## src/rtl/pst_pkg.sv

```systemverilog
// Shared constants and types for the power state and thermal trip controller
package pst_pkg;

  // ----------------------------------------------------------------
  // Controller states
  // ----------------------------------------------------------------
  typedef enum logic [2:0] {
    PST_RUN,
    PST_SAVE,
    PST_MGMT_ACK,
    PST_STOP_ACK,
    PST_STOP,
    PST_SLEEP,
    PST_RESUME
  } pst_state_e;

  // ----------------------------------------------------------------
  // Special bus transaction codes
  // ----------------------------------------------------------------
  localparam logic [1:0] PST_TXN_NONE = 2'h0;
  localparam logic [1:0] PST_TXN_MGMT_ACK = 2'h1;
  localparam logic [1:0] PST_TXN_STOP_ACK = 2'h2;

  // ----------------------------------------------------------------
  // Synchroniser groups and bit positions
  // ----------------------------------------------------------------
  localparam int PST_REQ_W = 3;
  localparam int PST_REQ_MGMT = 0;
  localparam int PST_REQ_HALT = 1;
  localparam int PST_REQ_SLEEP = 2;
  localparam int PST_LVL_W = 3;
  localparam int PST_LVL_HOT = 0;
  localparam int PST_LVL_CORE = 1;
  localparam int PST_LVL_TERM = 2;

  // Idle levels loaded into the synchronisers at reset
  localparam logic PST_REQ_IDLE = 1'b1;
  localparam logic PST_LVL_IDLE = 1'b0;

endpackage

```

## src/rtl/pst_sync.sv

```systemverilog
// Two-stage synchroniser for a group of asynchronous levels
`timescale 1ns/1ps
module pst_sync #(
  parameter int WIDTH = 1,
  parameter logic RESET_VAL = 1'b0
) (
  // Clock and reset
  input wire logic core_clk_in,
  input wire logic rst_n_in,
  // Asynchronous levels and their synchronised copy
  input wire logic [WIDTH-1:0] async_in,
  output logic [WIDTH-1:0] sync_out
);

  typedef struct packed {
    logic [WIDTH-1:0] meta;
    logic [WIDTH-1:0] safe;
  } pst_sync_s;

  pst_sync_s sync_r;
  pst_sync_s sync_nxt;

  // First stage feeds only the second stage
  always_comb begin
    sync_nxt.meta = async_in;
    sync_nxt.safe = sync_r.meta;
  end

  // Both stages load the idle level at reset
  always_ff @(posedge core_clk_in or negedge rst_n_in) begin
    if (!rst_n_in) begin
      sync_r <= {(2 * WIDTH){RESET_VAL}};
    end else begin
      sync_r <= sync_nxt;
    end
  end

  assign sync_out = sync_r.safe;

endmodule

```

## src/rtl/pst_ctrl.sv

```systemverilog
// Power state and over-temperature trip controller
`timescale 1ns/1ps
// Contract
// Management request saves state, enters management mode
// Then management acknowledge, then handler fetch
// Management request is asynchronous, accepted any time; the code ignores it in sleep
// Clock halt enters stop-grant, issues acknowledge
// Stop-grant gates core, keeps bus, interrupt unit
// Stop-grant keeps snooping and latching interrupts
// Halt release restarts, services pending, resumes
// Bus clock untouched; halt request is asynchronous
// Over trip temperature halts and asserts trip
// Trip latched until reset or power removal
// Cool at reset clears trip, runs normally
// Still hot after reset re-asserts trip
// System cuts both supplies after trip
// Trip output released once both supplies off
// System ignores trip release after supply removal
// Sleep from stop-grant; only sleep, halt, reset
// Sleep release returns to stop-grant clocks
// Async requests pass two-stage synchroniser first
module pst_ctrl (
  // Clock and reset
  input wire logic core_clk_in,
  input wire logic rst_n_in,
  // Asynchronous system requests, active low
  input wire logic mgmt_irq_req_n_in,
  input wire logic clock_halt_req_n_in,
  input wire logic deep_sleep_req_n_in,
  // Asynchronous sensor and supply levels
  input wire logic temp_over_trip_in,
  input wire logic core_pwr_good_in,
  input wire logic term_pwr_good_in,
  // Core side, same clock
  input wire logic save_done_in,
  input wire logic mgmt_resume_in,
  input wire logic irq_event_in,
  input wire logic special_txn_ack_in,
  // Management mode and execution
  output logic save_state_req_out,
  output logic mgmt_exec_mode_out,
  output logic handler_fetch_out,
  // Special bus transaction request
  output logic special_txn_req_out,
  output logic [1:0] special_txn_type_out,
  // Unit clock enables
  output logic core_clk_en_out,
  output logic bus_unit_clk_en_out,
  output logic local_interrupt_unit_clk_en_out,
  // Snoop and interrupt status
  output logic snoop_en_out,
  output logic irq_pending_out,
  output logic irq_service_out,
  // Thermal protection
  output logic exec_halt_out,
  output logic overtemp_halt_n_out
);
  import pst_pkg::*;

  // ----------------------------------------------------------------
  // State
  // ----------------------------------------------------------------
  typedef struct packed {
    pst_state_e st;
    logic mgmt_mode;
    logic mgmt_pend;
    logic mgmt_req_d;
    logic irq_pend;
    logic trip;
    logic save_req;
    logic txn_req;
    logic [1:0] txn_type;
    logic fetch;
    logic svc;
    logic core_en;
    logic bus_en;
    logic lint_en;
  } pst_ctrl_s;

  pst_ctrl_s ctrl_r;
  pst_ctrl_s ctrl_nxt;

  logic [PST_REQ_W-1:0] req_n_s;
  logic [PST_LVL_W-1:0] lvl_s;
  logic mgmt_req;
  logic halt_req;
  logic sleep_req;
  logic hot;
  logic pwr_any;
  logic mgmt_edge;
  logic mgmt_take;
  logic irq_accept;

  // ----------------------------------------------------------------
  // Input synchronisers
  // ----------------------------------------------------------------
  // Request pins enter only through two flops
  pst_sync #(
    .WIDTH(PST_REQ_W),
    .RESET_VAL(PST_REQ_IDLE)
  ) u_req_sync (
    .core_clk_in(core_clk_in),
    .rst_n_in(rst_n_in),
    .async_in({deep_sleep_req_n_in, clock_halt_req_n_in, mgmt_irq_req_n_in}),
    .sync_out(req_n_s)
  );

  // Sensor and supply levels, same treatment
  pst_sync #(
    .WIDTH(PST_LVL_W),
    .RESET_VAL(PST_LVL_IDLE)
  ) u_lvl_sync (
    .core_clk_in(core_clk_in),
    .rst_n_in(rst_n_in),
    .async_in({term_pwr_good_in, core_pwr_good_in, temp_over_trip_in}),
    .sync_out(lvl_s)
  );

  // Active-high views of the synchronised inputs
  assign mgmt_req = ~req_n_s[PST_REQ_MGMT];
  assign halt_req = ~req_n_s[PST_REQ_HALT];
  assign sleep_req = ~req_n_s[PST_REQ_SLEEP];
  assign hot = lvl_s[PST_LVL_HOT];
  assign pwr_any = lvl_s[PST_LVL_CORE] | lvl_s[PST_LVL_TERM];

  // ----------------------------------------------------------------
  // Next state
  // ----------------------------------------------------------------
  always_comb begin
    ctrl_nxt = ctrl_r;
    ctrl_nxt.fetch = 1'b0;
    ctrl_nxt.svc = 1'b0;
    mgmt_take = 1'b0;
    ctrl_nxt.mgmt_req_d = mgmt_req;
    // Rising edge of the active-high mgmt_req, ignored while asleep
    mgmt_edge = mgmt_req & ~ctrl_r.mgmt_req_d & (ctrl_r.st != PST_SLEEP);
    // Interrupts latch everywhere but sleep
    irq_accept = irq_event_in & (ctrl_r.st != PST_SLEEP);
    // Trip latches while any supply is up, drops when both are gone
    ctrl_nxt.trip = (ctrl_r.trip | hot) & pwr_any;
    if (!ctrl_r.trip) begin
      unique case (ctrl_r.st)
        PST_RUN: begin
          if (mgmt_resume_in && ctrl_r.mgmt_mode) begin
            ctrl_nxt.mgmt_mode = 1'b0;
          end
          if (halt_req) begin
            ctrl_nxt.st = PST_STOP_ACK;
            ctrl_nxt.txn_req = 1'b1;
            ctrl_nxt.txn_type = PST_TXN_STOP_ACK;
          end else if (ctrl_r.mgmt_pend && !ctrl_r.mgmt_mode) begin
            ctrl_nxt.st = PST_SAVE;
            ctrl_nxt.save_req = 1'b1;
            mgmt_take = 1'b1;
          end
        end
        PST_SAVE: begin
          if (save_done_in) begin
            ctrl_nxt.save_req = 1'b0;
            ctrl_nxt.mgmt_mode = 1'b1;
            ctrl_nxt.st = PST_MGMT_ACK;
            ctrl_nxt.txn_req = 1'b1;
            ctrl_nxt.txn_type = PST_TXN_MGMT_ACK;
          end
        end
        PST_MGMT_ACK: begin
          if (special_txn_ack_in) begin
            ctrl_nxt.txn_req = 1'b0;
            ctrl_nxt.txn_type = PST_TXN_NONE;
            ctrl_nxt.fetch = 1'b1;
            ctrl_nxt.st = PST_RUN;
          end
        end
        PST_STOP_ACK: begin
          if (special_txn_ack_in) begin
            ctrl_nxt.txn_req = 1'b0;
            ctrl_nxt.txn_type = PST_TXN_NONE;
            ctrl_nxt.st = PST_STOP;
          end
        end
        PST_STOP: begin
          if (sleep_req) begin
            ctrl_nxt.st = PST_SLEEP;
          end else if (!halt_req) begin
            ctrl_nxt.st = PST_RESUME;
          end
        end
        PST_SLEEP: begin
          if (!sleep_req) begin
            ctrl_nxt.st = PST_STOP;
          end
        end
        PST_RESUME: begin
          // Service what was latched, then run again
          ctrl_nxt.svc = ctrl_r.irq_pend;
          ctrl_nxt.st = PST_RUN;
        end
        default: begin
          ctrl_nxt.st = PST_RUN;
        end
      endcase
    end
    // Set wins over clear on both pending flags
    ctrl_nxt.mgmt_pend = (ctrl_r.mgmt_pend & ~mgmt_take) | mgmt_edge;
    ctrl_nxt.irq_pend = (ctrl_r.irq_pend & ~ctrl_nxt.svc) | irq_accept;
    // Clock enables follow the coming state
    ctrl_nxt.core_en = ~ctrl_nxt.trip & (ctrl_nxt.st != PST_STOP_ACK)
      & (ctrl_nxt.st != PST_STOP) & (ctrl_nxt.st != PST_SLEEP);
    ctrl_nxt.bus_en = ctrl_nxt.st != PST_SLEEP;
    ctrl_nxt.lint_en = ctrl_nxt.st != PST_SLEEP;
  end

  // ----------------------------------------------------------------
  // State register
  // ----------------------------------------------------------------
  always_ff @(posedge core_clk_in or negedge rst_n_in) begin
    if (!rst_n_in) begin
      ctrl_r <= '{st: PST_RUN, txn_type: PST_TXN_NONE, core_en: 1'b1, bus_en: 1'b1,
        lint_en: 1'b1, default: 1'b0};
    end else begin
      ctrl_r <= ctrl_nxt;
    end
  end

  // ----------------------------------------------------------------
  // Outputs
  // ----------------------------------------------------------------
  assign save_state_req_out = ctrl_r.save_req;
  assign mgmt_exec_mode_out = ctrl_r.mgmt_mode;
  assign handler_fetch_out = ctrl_r.fetch;
  assign special_txn_req_out = ctrl_r.txn_req;
  assign special_txn_type_out = ctrl_r.txn_type;
  assign core_clk_en_out = ctrl_r.core_en;
  assign bus_unit_clk_en_out = ctrl_r.bus_en;
  assign local_interrupt_unit_clk_en_out = ctrl_r.lint_en;
  assign snoop_en_out = ctrl_r.bus_en;
  assign irq_pending_out = ctrl_r.irq_pend;
  assign irq_service_out = ctrl_r.svc;
  assign exec_halt_out = ctrl_r.trip;
  assign overtemp_halt_n_out = ~ctrl_r.trip;

  // ----------------------------------------------------------------
  // Assertions
  // ----------------------------------------------------------------
  // Hot with power up trips on the next edge
  property p_trip_sets;
    @(posedge core_clk_in) disable iff (!rst_n_in)
      (hot && pwr_any) |=> (!overtemp_halt_n_out && exec_halt_out && !core_clk_en_out);
  endproperty
  a_trip_sets: assert property (p_trip_sets)
    else $error("trip not raised when hot");
  // Trip holds while any supply is up, even when cool
  property p_trip_holds;
    @(posedge core_clk_in) disable iff (!rst_n_in)
      (!overtemp_halt_n_out && pwr_any) |=> (!overtemp_halt_n_out && $stable(ctrl_r.st));
  endproperty
  a_trip_holds: assert property (p_trip_holds)
    else $error("trip released or state moved while latched");
  // Both supplies gone releases the trip
  property p_trip_release;
    @(posedge core_clk_in) disable iff (!rst_n_in)
      (!pwr_any) |=> overtemp_halt_n_out;
  endproperty
  a_trip_release: assert property (p_trip_release)
    else $error("trip held after supply removal");
  // Stop-grant gating
  property p_stop_gating;
    @(posedge core_clk_in) disable iff (!rst_n_in)
      (ctrl_r.st == PST_STOP) |-> (!core_clk_en_out && bus_unit_clk_en_out
        && local_interrupt_unit_clk_en_out && snoop_en_out);
  endproperty
  a_stop_gating: assert property (p_stop_gating)
    else $error("wrong clock gating in stop-grant");
  // Interrupt arriving in stop-grant becomes pending
  property p_stop_latch;
    @(posedge core_clk_in) disable iff (!rst_n_in)
      (ctrl_r.st == PST_STOP && irq_event_in) |=> irq_pending_out;
  endproperty
  a_stop_latch: assert property (p_stop_latch)
    else $error("interrupt lost in stop-grant");
  // Sleep held: bus and interrupt unit clocks stay off, no new interrupt latched
  property p_sleep;
    @(posedge core_clk_in) disable iff (!rst_n_in)
      (ctrl_r.st == PST_SLEEP && sleep_req && !irq_pending_out) |=>
        (!irq_pending_out && !bus_unit_clk_en_out && !local_interrupt_unit_clk_en_out);
  endproperty
  a_sleep: assert property (p_sleep)
    else $error("activity seen in sleep");
  // Sleep release goes back to stop-grant with clocks restarted
  property p_sleep_exit;
    @(posedge core_clk_in) disable iff (!rst_n_in)
      (ctrl_r.st == PST_SLEEP && !sleep_req && !ctrl_r.trip) |=>
        (ctrl_r.st == PST_STOP && bus_unit_clk_en_out && local_interrupt_unit_clk_en_out);
  endproperty
  a_sleep_exit: assert property (p_sleep_exit)
    else $error("sleep exit wrong");
  // Halt request in run issues the stop-grant acknowledge
  property p_stop_entry;
    @(posedge core_clk_in) disable iff (!rst_n_in)
      (ctrl_r.st == PST_RUN && halt_req && !ctrl_r.trip) |=>
        (special_txn_req_out && special_txn_type_out == PST_TXN_STOP_ACK
          && !core_clk_en_out);
  endproperty
  a_stop_entry: assert property (p_stop_entry)
    else $error("no stop-grant acknowledge");
  // Pending management request in run starts the state save
  property p_mgmt_save;
    @(posedge core_clk_in) disable iff (!rst_n_in)
      (ctrl_r.st == PST_RUN && ctrl_r.mgmt_pend && !ctrl_r.mgmt_mode && !halt_req
        && !ctrl_r.trip) |=> (save_state_req_out && !mgmt_exec_mode_out);
  endproperty
  a_mgmt_save: assert property (p_mgmt_save)
    else $error("state save not requested");
  // Save done enters the mode and raises the acknowledge, no fetch yet
  property p_mgmt_ack;
    @(posedge core_clk_in) disable iff (!rst_n_in)
      (ctrl_r.st == PST_SAVE && save_done_in && !ctrl_r.trip) |=>
        (mgmt_exec_mode_out && special_txn_req_out
          && special_txn_type_out == PST_TXN_MGMT_ACK && !handler_fetch_out);
  endproperty
  a_mgmt_ack: assert property (p_mgmt_ack)
    else $error("management acknowledge not raised");
  // Acknowledge taken ends the request and starts the handler fetch
  property p_mgmt_fetch;
    @(posedge core_clk_in) disable iff (!rst_n_in)
      (ctrl_r.st == PST_MGMT_ACK && special_txn_ack_in && !ctrl_r.trip) |=>
        (handler_fetch_out && !special_txn_req_out && ctrl_r.st == PST_RUN);
  endproperty
  a_mgmt_fetch: assert property (p_mgmt_fetch)
    else $error("handler fetch not started after acknowledge");
  // Halt release services latched interrupts in the first cycle back in run, unless a trip cuts in
  property p_resume;
    @(posedge core_clk_in) disable iff (!rst_n_in)
      (ctrl_r.st == PST_STOP && !sleep_req && !halt_req && irq_pending_out && !ctrl_r.trip
        && !hot) ##1 !hot |=> (irq_service_out && ctrl_r.st == PST_RUN && core_clk_en_out);
  endproperty
  a_resume: assert property (p_resume)
    else $error("pending interrupt not serviced on resume");

endmodule

```

## config.mk

```make
export PLATFORM = sky130hd
export DESIGN_NAME = pst_ctrl
export DESIGN_NICKNAME = d
export VERILOG_FILES = /design/src/rtl/pst_pkg.sv /design/src/rtl/pst_sync.sv /design/src/rtl/pst_ctrl.sv
export SDC_FILE = /design/constraint.sdc
export NUM_CORES = 1
export LEC_CHECK = 0
export BUFFER_PORTS_ARGS = -buffer_cell sky130_fd_sc_hd__buf_2
export CAP_MARGIN = 20
export CORE_ASPECT_RATIO = 1.25
export CORE_MARGIN = 2
export CORE_UTILIZATION = 35
export CTS_CLUSTER_SIZE = 40
export DETAILED_ROUTE_END_ITERATION = 10
export HOLD_SLACK_MARGIN = 0.05
export SLEW_MARGIN = 5
export SYNTH_ARGS = -nofsm -noshare
export SYNTH_HDL_FRONTEND = slang
export SYNTH_SLANG_ARGS = --single-unit
```

## constraint.sdc

```tcl
create_clock -name core_clk_in -period 2.7 [get_ports core_clk_in]
set_input_delay 0.135 -clock core_clk_in [delete_from_list [all_inputs] [get_ports core_clk_in]]
set_output_delay 0.135 -clock core_clk_in [all_outputs]
set_load 0.1 [all_outputs]
```

== Yosys cells after proc, flatten, opt, wreduce, memory -nomap -nowiden ==
Cells that the tools add are included.

* Output and inout port bits: 14
* Register bits after elaboration: 28
* Word-level logic and storage cells: 89

* Muxes and demuxes: 27
* Reduce and logical (&&, ||, !) cells: 9
* Bitwise gates (word level): 19
* Equality and inequality tests: 17

{| class="wikitable"
|+ Operators with widths
! cell !! count
|-
| $mux 3 || 9
|-
| $pmux 3 s6 || 1
|-
| $mux 4 || 4
|-
| $ne 2x2->1 const B || 6
|-
| $pmux 3 s4 || 1
|-
| $and 1x1->1 || 9
|-
| $eq 3x3->1 const B || 3
|-
| $mux 1 || 9
|-
| $ne 3x3->1 const B || 3
|-
| $eq 3x2->1 const B || 2
|-
| $not 1->1 || 6
|-
| $reduce_and 6->1 || 1
|-
| $reduce_and 5->1 || 1
|-
| $or 1x1->1 || 4
|-
| $pmux 1 s2 || 2
|-
| $reduce_and 4->1 || 1
|-
| $reduce_bool 4->1 || 1
|-
| $eq 3x1->1 const B || 1
|-
| $logic_not 3->1 || 1
|-
| $ne 3x2->1 const B || 1
|-
| $logic_and 1x1->1 || 2
|-
| $mux 2 || 1
|-
| $ne 2x1->1 const B || 1
|-
| $reduce_bool 2->1 || 1
|-
| $logic_not 1->1 || 1
|}

== Depth between registers and ports, before layout ==
* Word-level depth: 10
* Depth in mapped cells: 5
* Mapped depth without buffers: 4

== Cells and area by module ==
Synthesis repeated with hierarchy kept, for this count alone.

* Cell total of the unflattened synthesis: 96
* Area, all modules: 1151.1 um2

{| class="wikitable"
|+ Modules (own cells, without submodules)
! module !! cells an instance !! area each (um2) !! times used !! seq. area each (um2)
|-
| pst_ctrl || 84 || 843.3 || 1 || 402.9
|-
| pst_sync (u_req_sync) || 6 || 157.7 || 1 || 157.7
|-
| pst_sync (u_lvl_sync) || 6 || 150.1 || 1 || 150.1
|}

== Least setup slack after synthesis ==
OpenSTA, ideal clock, no wires.

* Path type: reg-to-reg
* Start: register ctrl_r (netlist bit exec_halt_out)
* End: register ctrl_r (netlist bit local_interrupt_unit_clk_en_out)
* Data required time: 2.606 ns
* Arrival: 2.039 ns
* Path slack: 0.567 ns
* Period minus slack after synthesis: 2.133 ns
* Cell stages (with the launch flop): 6
* Cells stage by stage: dfrtp_1 buf_6 inv_1 nand3_1 nand3_1 nand4_1

{| class="wikitable"
|+ RTL lines
! what !! RTL line !! source
|-
| start, declared || pst_ctrl.sv:80 || <nowiki>pst_ctrl_s ctrl_r;</nowiki>
|-
| start signal, assigned || pst_ctrl.sv:218 || <nowiki>ctrl_r <= '{st: PST_RUN, txn_type: PST_TXN_NONE, core_en: 1'b1, bus_en: 1'b1,</nowiki>
|-
| start signal, assigned || pst_ctrl.sv:221 || <nowiki>ctrl_r <= ctrl_nxt;</nowiki>
|}

==> impl_summary.log <==
[metrics] clock tree sinks: 28
[metrics] worst endpoint required time: 2.91 ns
[metrics] P&R area growth vs syn: 22.8%
[metrics] core outline area: 3140 µm²
[metrics] TritonCTS clock tree: done
[metrics] sum of overflow across all layers after global routing: 0
[metrics] clock tree skew after final layout: 0.000984 ns
[metrics] clock tree root buffer cell: sky130_fd_sc_hd__clkbuf_8
[metrics] top cell family by delay on the critical path: flip-flops
[metrics] IO Pins: 26
[metrics] type of element launching the critical path: register
[metrics] element type at the critical path end: register
[metrics] count of pins over their slew limit: 0
[metrics] flip-flop and latch count after synthesis: 28
[metrics] fraction of layout instances using a drive strength above 1: 34.1%
[metrics] final period utilization: 59.4%
[metrics] clock period minus worst slack: 1.60 ns
[metrics] Post-DRT Antenna Nets: 0
[metrics] cell count after placement: 149
[metrics] Slew headroom: 60.6%
[metrics] CTS buffer count: 3
[metrics] Setup Slack @ Placement: 1.14 ns
[metrics] Starting DRT DRC Count: 13
[metrics] residual DRC count: 0
[metrics] Max stage delay cell, worst path: sky130_fd_sc_hd__dfrtp_1
[metrics] Arrival @ worst endpoint: 1.82 ns
[metrics] vias in the first global route: 781
[metrics] Peak Freq: 0.624 GHz
[metrics] sequential area share after synthesis: 63.0%
[metrics] VDD IR-drop max: 701 µV
[metrics] drt first pass iters: 3
[metrics] Worst Slack Setup Final: 1.10 ns
[metrics] deepest level of the CTS H-tree: 1
[metrics] synthesized instance count: 95
[metrics] Final #Nets: 136
[metrics] number of buffers on the longest clock path: 2
[metrics] critical-path maximum fanout: 14
[metrics] die height: 67.5 µm
[metrics] post-cts repair resize count: 0
[metrics] routability congestion estimate: 0.838
[metrics] static power due to leakage: 0.617 nW
[metrics] number of input and output port buffers inserted: 25
[metrics] slew at the pin with the worst max-slew slack: 0.591 ns
[metrics] Initial Util: 35.9%
[metrics] number of cells in the finished layout apart from fillers: 160
[metrics] number of vias after detailed routing: 809
[metrics] Die W: 54.8 µm
[metrics] global-route wire length before repair: 3320 µm
[metrics] clock latency of the later-clocked register in the worst-skew pair: 0.27 ns
[metrics] wire length after detailed routing: 2020 µm
[metrics] stage delay of the slowest cell on the critical path: 0.53 ns
[metrics] RSZ-0062 raised after global routing: false
[metrics] area of the die: 3690 µm²
[metrics] pin count of the biggest net entering global routing: 29
[metrics] clock transition at the register clock pins on the worst setup and hold paths after CTS: 0.09 ns
[metrics] Detail Placement HPWL: 1410 µm
[metrics] Post-Synthesis Cell Area: 1130 µm²
[metrics] count of unique library cells instantiated by Yosys: 37
[metrics] worst path cell trace: nor3_2 > a22oi_2 > a31o_1 > a21oi_2
[metrics] synthesized area divided by synthesized cell count: 11.9 µm²
[metrics] Buf/Inv on CP: 0
[metrics] path category of the worst min-delay check: in -> reg
[metrics] number of setup violations in the final report: 0
[metrics] final-report hold violation count: 0
[metrics] start-to-end type of the worst setup path: reg -> reg
[metrics] via count normalized by instance count: 5.06
[metrics] Pwr per Cell Area: 1170 nW/µm²
[metrics] Final TNS setup: 0 ns
[metrics] Rows: 23
[metrics] share of the core filled with cells in the final layout: 44.1%
[metrics] number of nets in the synthesized netlist: 107
[metrics] number of violations of the max-capacitance limit: 0
[metrics] run status: finished clean
[metrics] Antenna Cells: 0
[metrics] number of antenna violations at the first check in global routing: 0
[metrics] yosys synthesis warning count: 0
[metrics] GRT Total Usage: 12.4%
[metrics] Routed WL per cell: 12.6 µm
-- metrics by stage --
stage               power, W  hold WS [ns]  area (µm²)
finish               0.00162         0.121        1380
global route         0.00171         0.121        1380
CTS                  0.00163         0.110        1380
detailed placement   0.00130         0.182        1240
global placement     0.00129         0.164        1240
floorplan            0.00121        -0.161        1130
-- synthesized netlist by cell type --
cell type	count	area (µm²)
sky130_fd_sc_hd__dfstp_2	8	210
sky130_fd_sc_hd__o32ai_1	1	8.76
sky130_fd_sc_hd__nand2b_1	1	6.26
sky130_fd_sc_hd__a21oi_2	1	8.76
sky130_fd_sc_hd__buf_6	1	11.3
sky130_fd_sc_hd__a32o_1	1	10.0
sky130_fd_sc_hd__nor3_1	2	10.0
sky130_fd_sc_hd__o22a_1	1	8.76
sky130_fd_sc_hd__o31ai_1	1	7.51
sky130_fd_sc_hd__and2_1	2	12.5
sky130_fd_sc_hd__o41ai_1	2	17.5
sky130_fd_sc_hd__o21bai_1	1	7.51
sky130_fd_sc_hd__a22o_1	1	8.76
sky130_fd_sc_hd__a311oi_1	1	8.76
sky130_fd_sc_hd__o21ai_1	1	5.00
sky130_fd_sc_hd__a21oi_1	5	25.0
sky130_fd_sc_hd__buf_2	3	15.0
sky130_fd_sc_hd__nor2_1	8	30.0
sky130_fd_sc_hd__nand3_1	3	15.0
sky130_fd_sc_hd__o21ai_0	1	5.00
sky130_fd_sc_hd__o311ai_0	1	8.76
sky130_fd_sc_hd__or2b_1	2	15.0
sky130_fd_sc_hd__o32a_1	1	10.0
sky130_fd_sc_hd__nand4_1	1	6.26
sky130_fd_sc_hd__nor3b_1	1	7.51
sky130_fd_sc_hd__inv_1	4	15.0
sky130_fd_sc_hd__nor2_2	1	6.26
sky130_fd_sc_hd__a31o_1	1	8.76
sky130_fd_sc_hd__and3_1	1	6.26
sky130_fd_sc_hd__o311ai_2	1	16.3
sky130_fd_sc_hd__a31oi_1	1	6.26
sky130_fd_sc_hd__nor2b_1	1	6.26
sky130_fd_sc_hd__nand2_1	8	30.0
sky130_fd_sc_hd__dfrtp_1	20	500
sky130_fd_sc_hd__nor3_2	1	10.0
sky130_fd_sc_hd__a22oi_2	1	12.5
sky130_fd_sc_hd__buf_4	4	30.0
-- sequential cells by signal (all words and copies together) (netlist names), 2 cells and up --
| name | flops |
|---|---|
| ctrl_r | 5 |
| special_txn_type_out | 2 |
| u_lvl_sync.sync_nxt | 3 |
| u_lvl_sync.sync_out | 3 |
| u_req_sync.sync_nxt | 3 |
| u_req_sync.sync_out | 3 |
-- repair_timing --
item	4_1_cts	5_1_grt
buffers inserted	0	0
hold endpoints to repair	26	0
hold buffers	7	0
-- path summary, 6_finish.rpt --
| check | start | end | slack (ns) | depth (start not counted) |
|---|---|---|---|---|
| max reg2reg | ctrl_r[15] | core_clk_en_out | 1.10 | 4 |
| min reg2reg | u_lvl_sync.sync_nxt[0] | u_lvl_sync.sync_out[0] | 0.35 | 0 |
| max in group asynchronous | rst_n_in | u_lvl_sync.sync_out[0] | 1.92 | 2 |
| min | irq_event_in | irq_pending_out | 0.12 | 3 |
| min in group asynchronous | rst_n_in | special_txn_type_out[1] | 0.39 | 2 |
| max | ctrl_r[15] | core_clk_en_out | 1.10 | 4 |
-- cell type report --
type,count,area (µm²)
clock inverters,1,30.0
multi-input cells,55,345
inverters,4,15.0
well taps,37,46.3
flip-flops and latches,28,711
fillers,309,1750
clock buffers,3,41.3
repair buffers,32,195
-- layer usage --
metal | part of all wire [%] | wire [µm] | up-vias | global-route usage, %
met1 | 44 | 889 | 397 | 14.1
met2 | 50 | 1020 | 23 | 22.3
li1 | - | - | 387 | -
met4 | 0.69 | 14 | 0 | 2.81
met5 | 0 | 0 | - | 0
met3 | 4.9 | 99 | 2 | 3.54
-- cell usage in the layout (no fill, tap or decap), types with 2 or more instances in the layout --
cell type                       instances
sky130_fd_sc_hd__nor3_1                 2
sky130_fd_sc_hd__inv_1                  4
sky130_fd_sc_hd__dfstp_2                8
sky130_fd_sc_hd__o41ai_1                2
sky130_fd_sc_hd__or2b_1                 2
sky130_fd_sc_hd__a21oi_1                5
sky130_fd_sc_hd__clkbuf_8               3
sky130_fd_sc_hd__dfrtp_1               20
sky130_fd_sc_hd__nand3_1                3
sky130_fd_sc_hd__dlygate4sd3_1          7
sky130_fd_sc_hd__and2_1                 2
sky130_fd_sc_hd__nor2_1                 8
sky130_fd_sc_hd__nand2_1                8
sky130_fd_sc_hd__buf_2                 25
-- power by group --
part	leakage [nW]	internal [W]	switching (W)	total (W)
registers	0.326	0.000507	0.000107	0.000614
clock network	0.0357	0.000198	0.000125	0.000323
logic	0.256	0.000152	0.000527	0.000679
total	0.617	0.000857	0.000759	0.00162
-- logic make-up after synthesis --
kind of cell	synth area share [%]
buffers and inverters	6.33
flip-flops	63.0
AND/OR/NAND/NOR	14.3
AO/OA/AOI/OAI	16.3
-- worst reg2reg max path: stages (launching register included) --
cell                      delay (ns)
sky130_fd_sc_hd__dfrtp_1        0.53
sky130_fd_sc_hd__nor3_2         0.48
sky130_fd_sc_hd__a22oi_2        0.20
sky130_fd_sc_hd__a31o_1         0.25
sky130_fd_sc_hd__a21oi_2        0.09
Power figures use the tool's default switching activity.
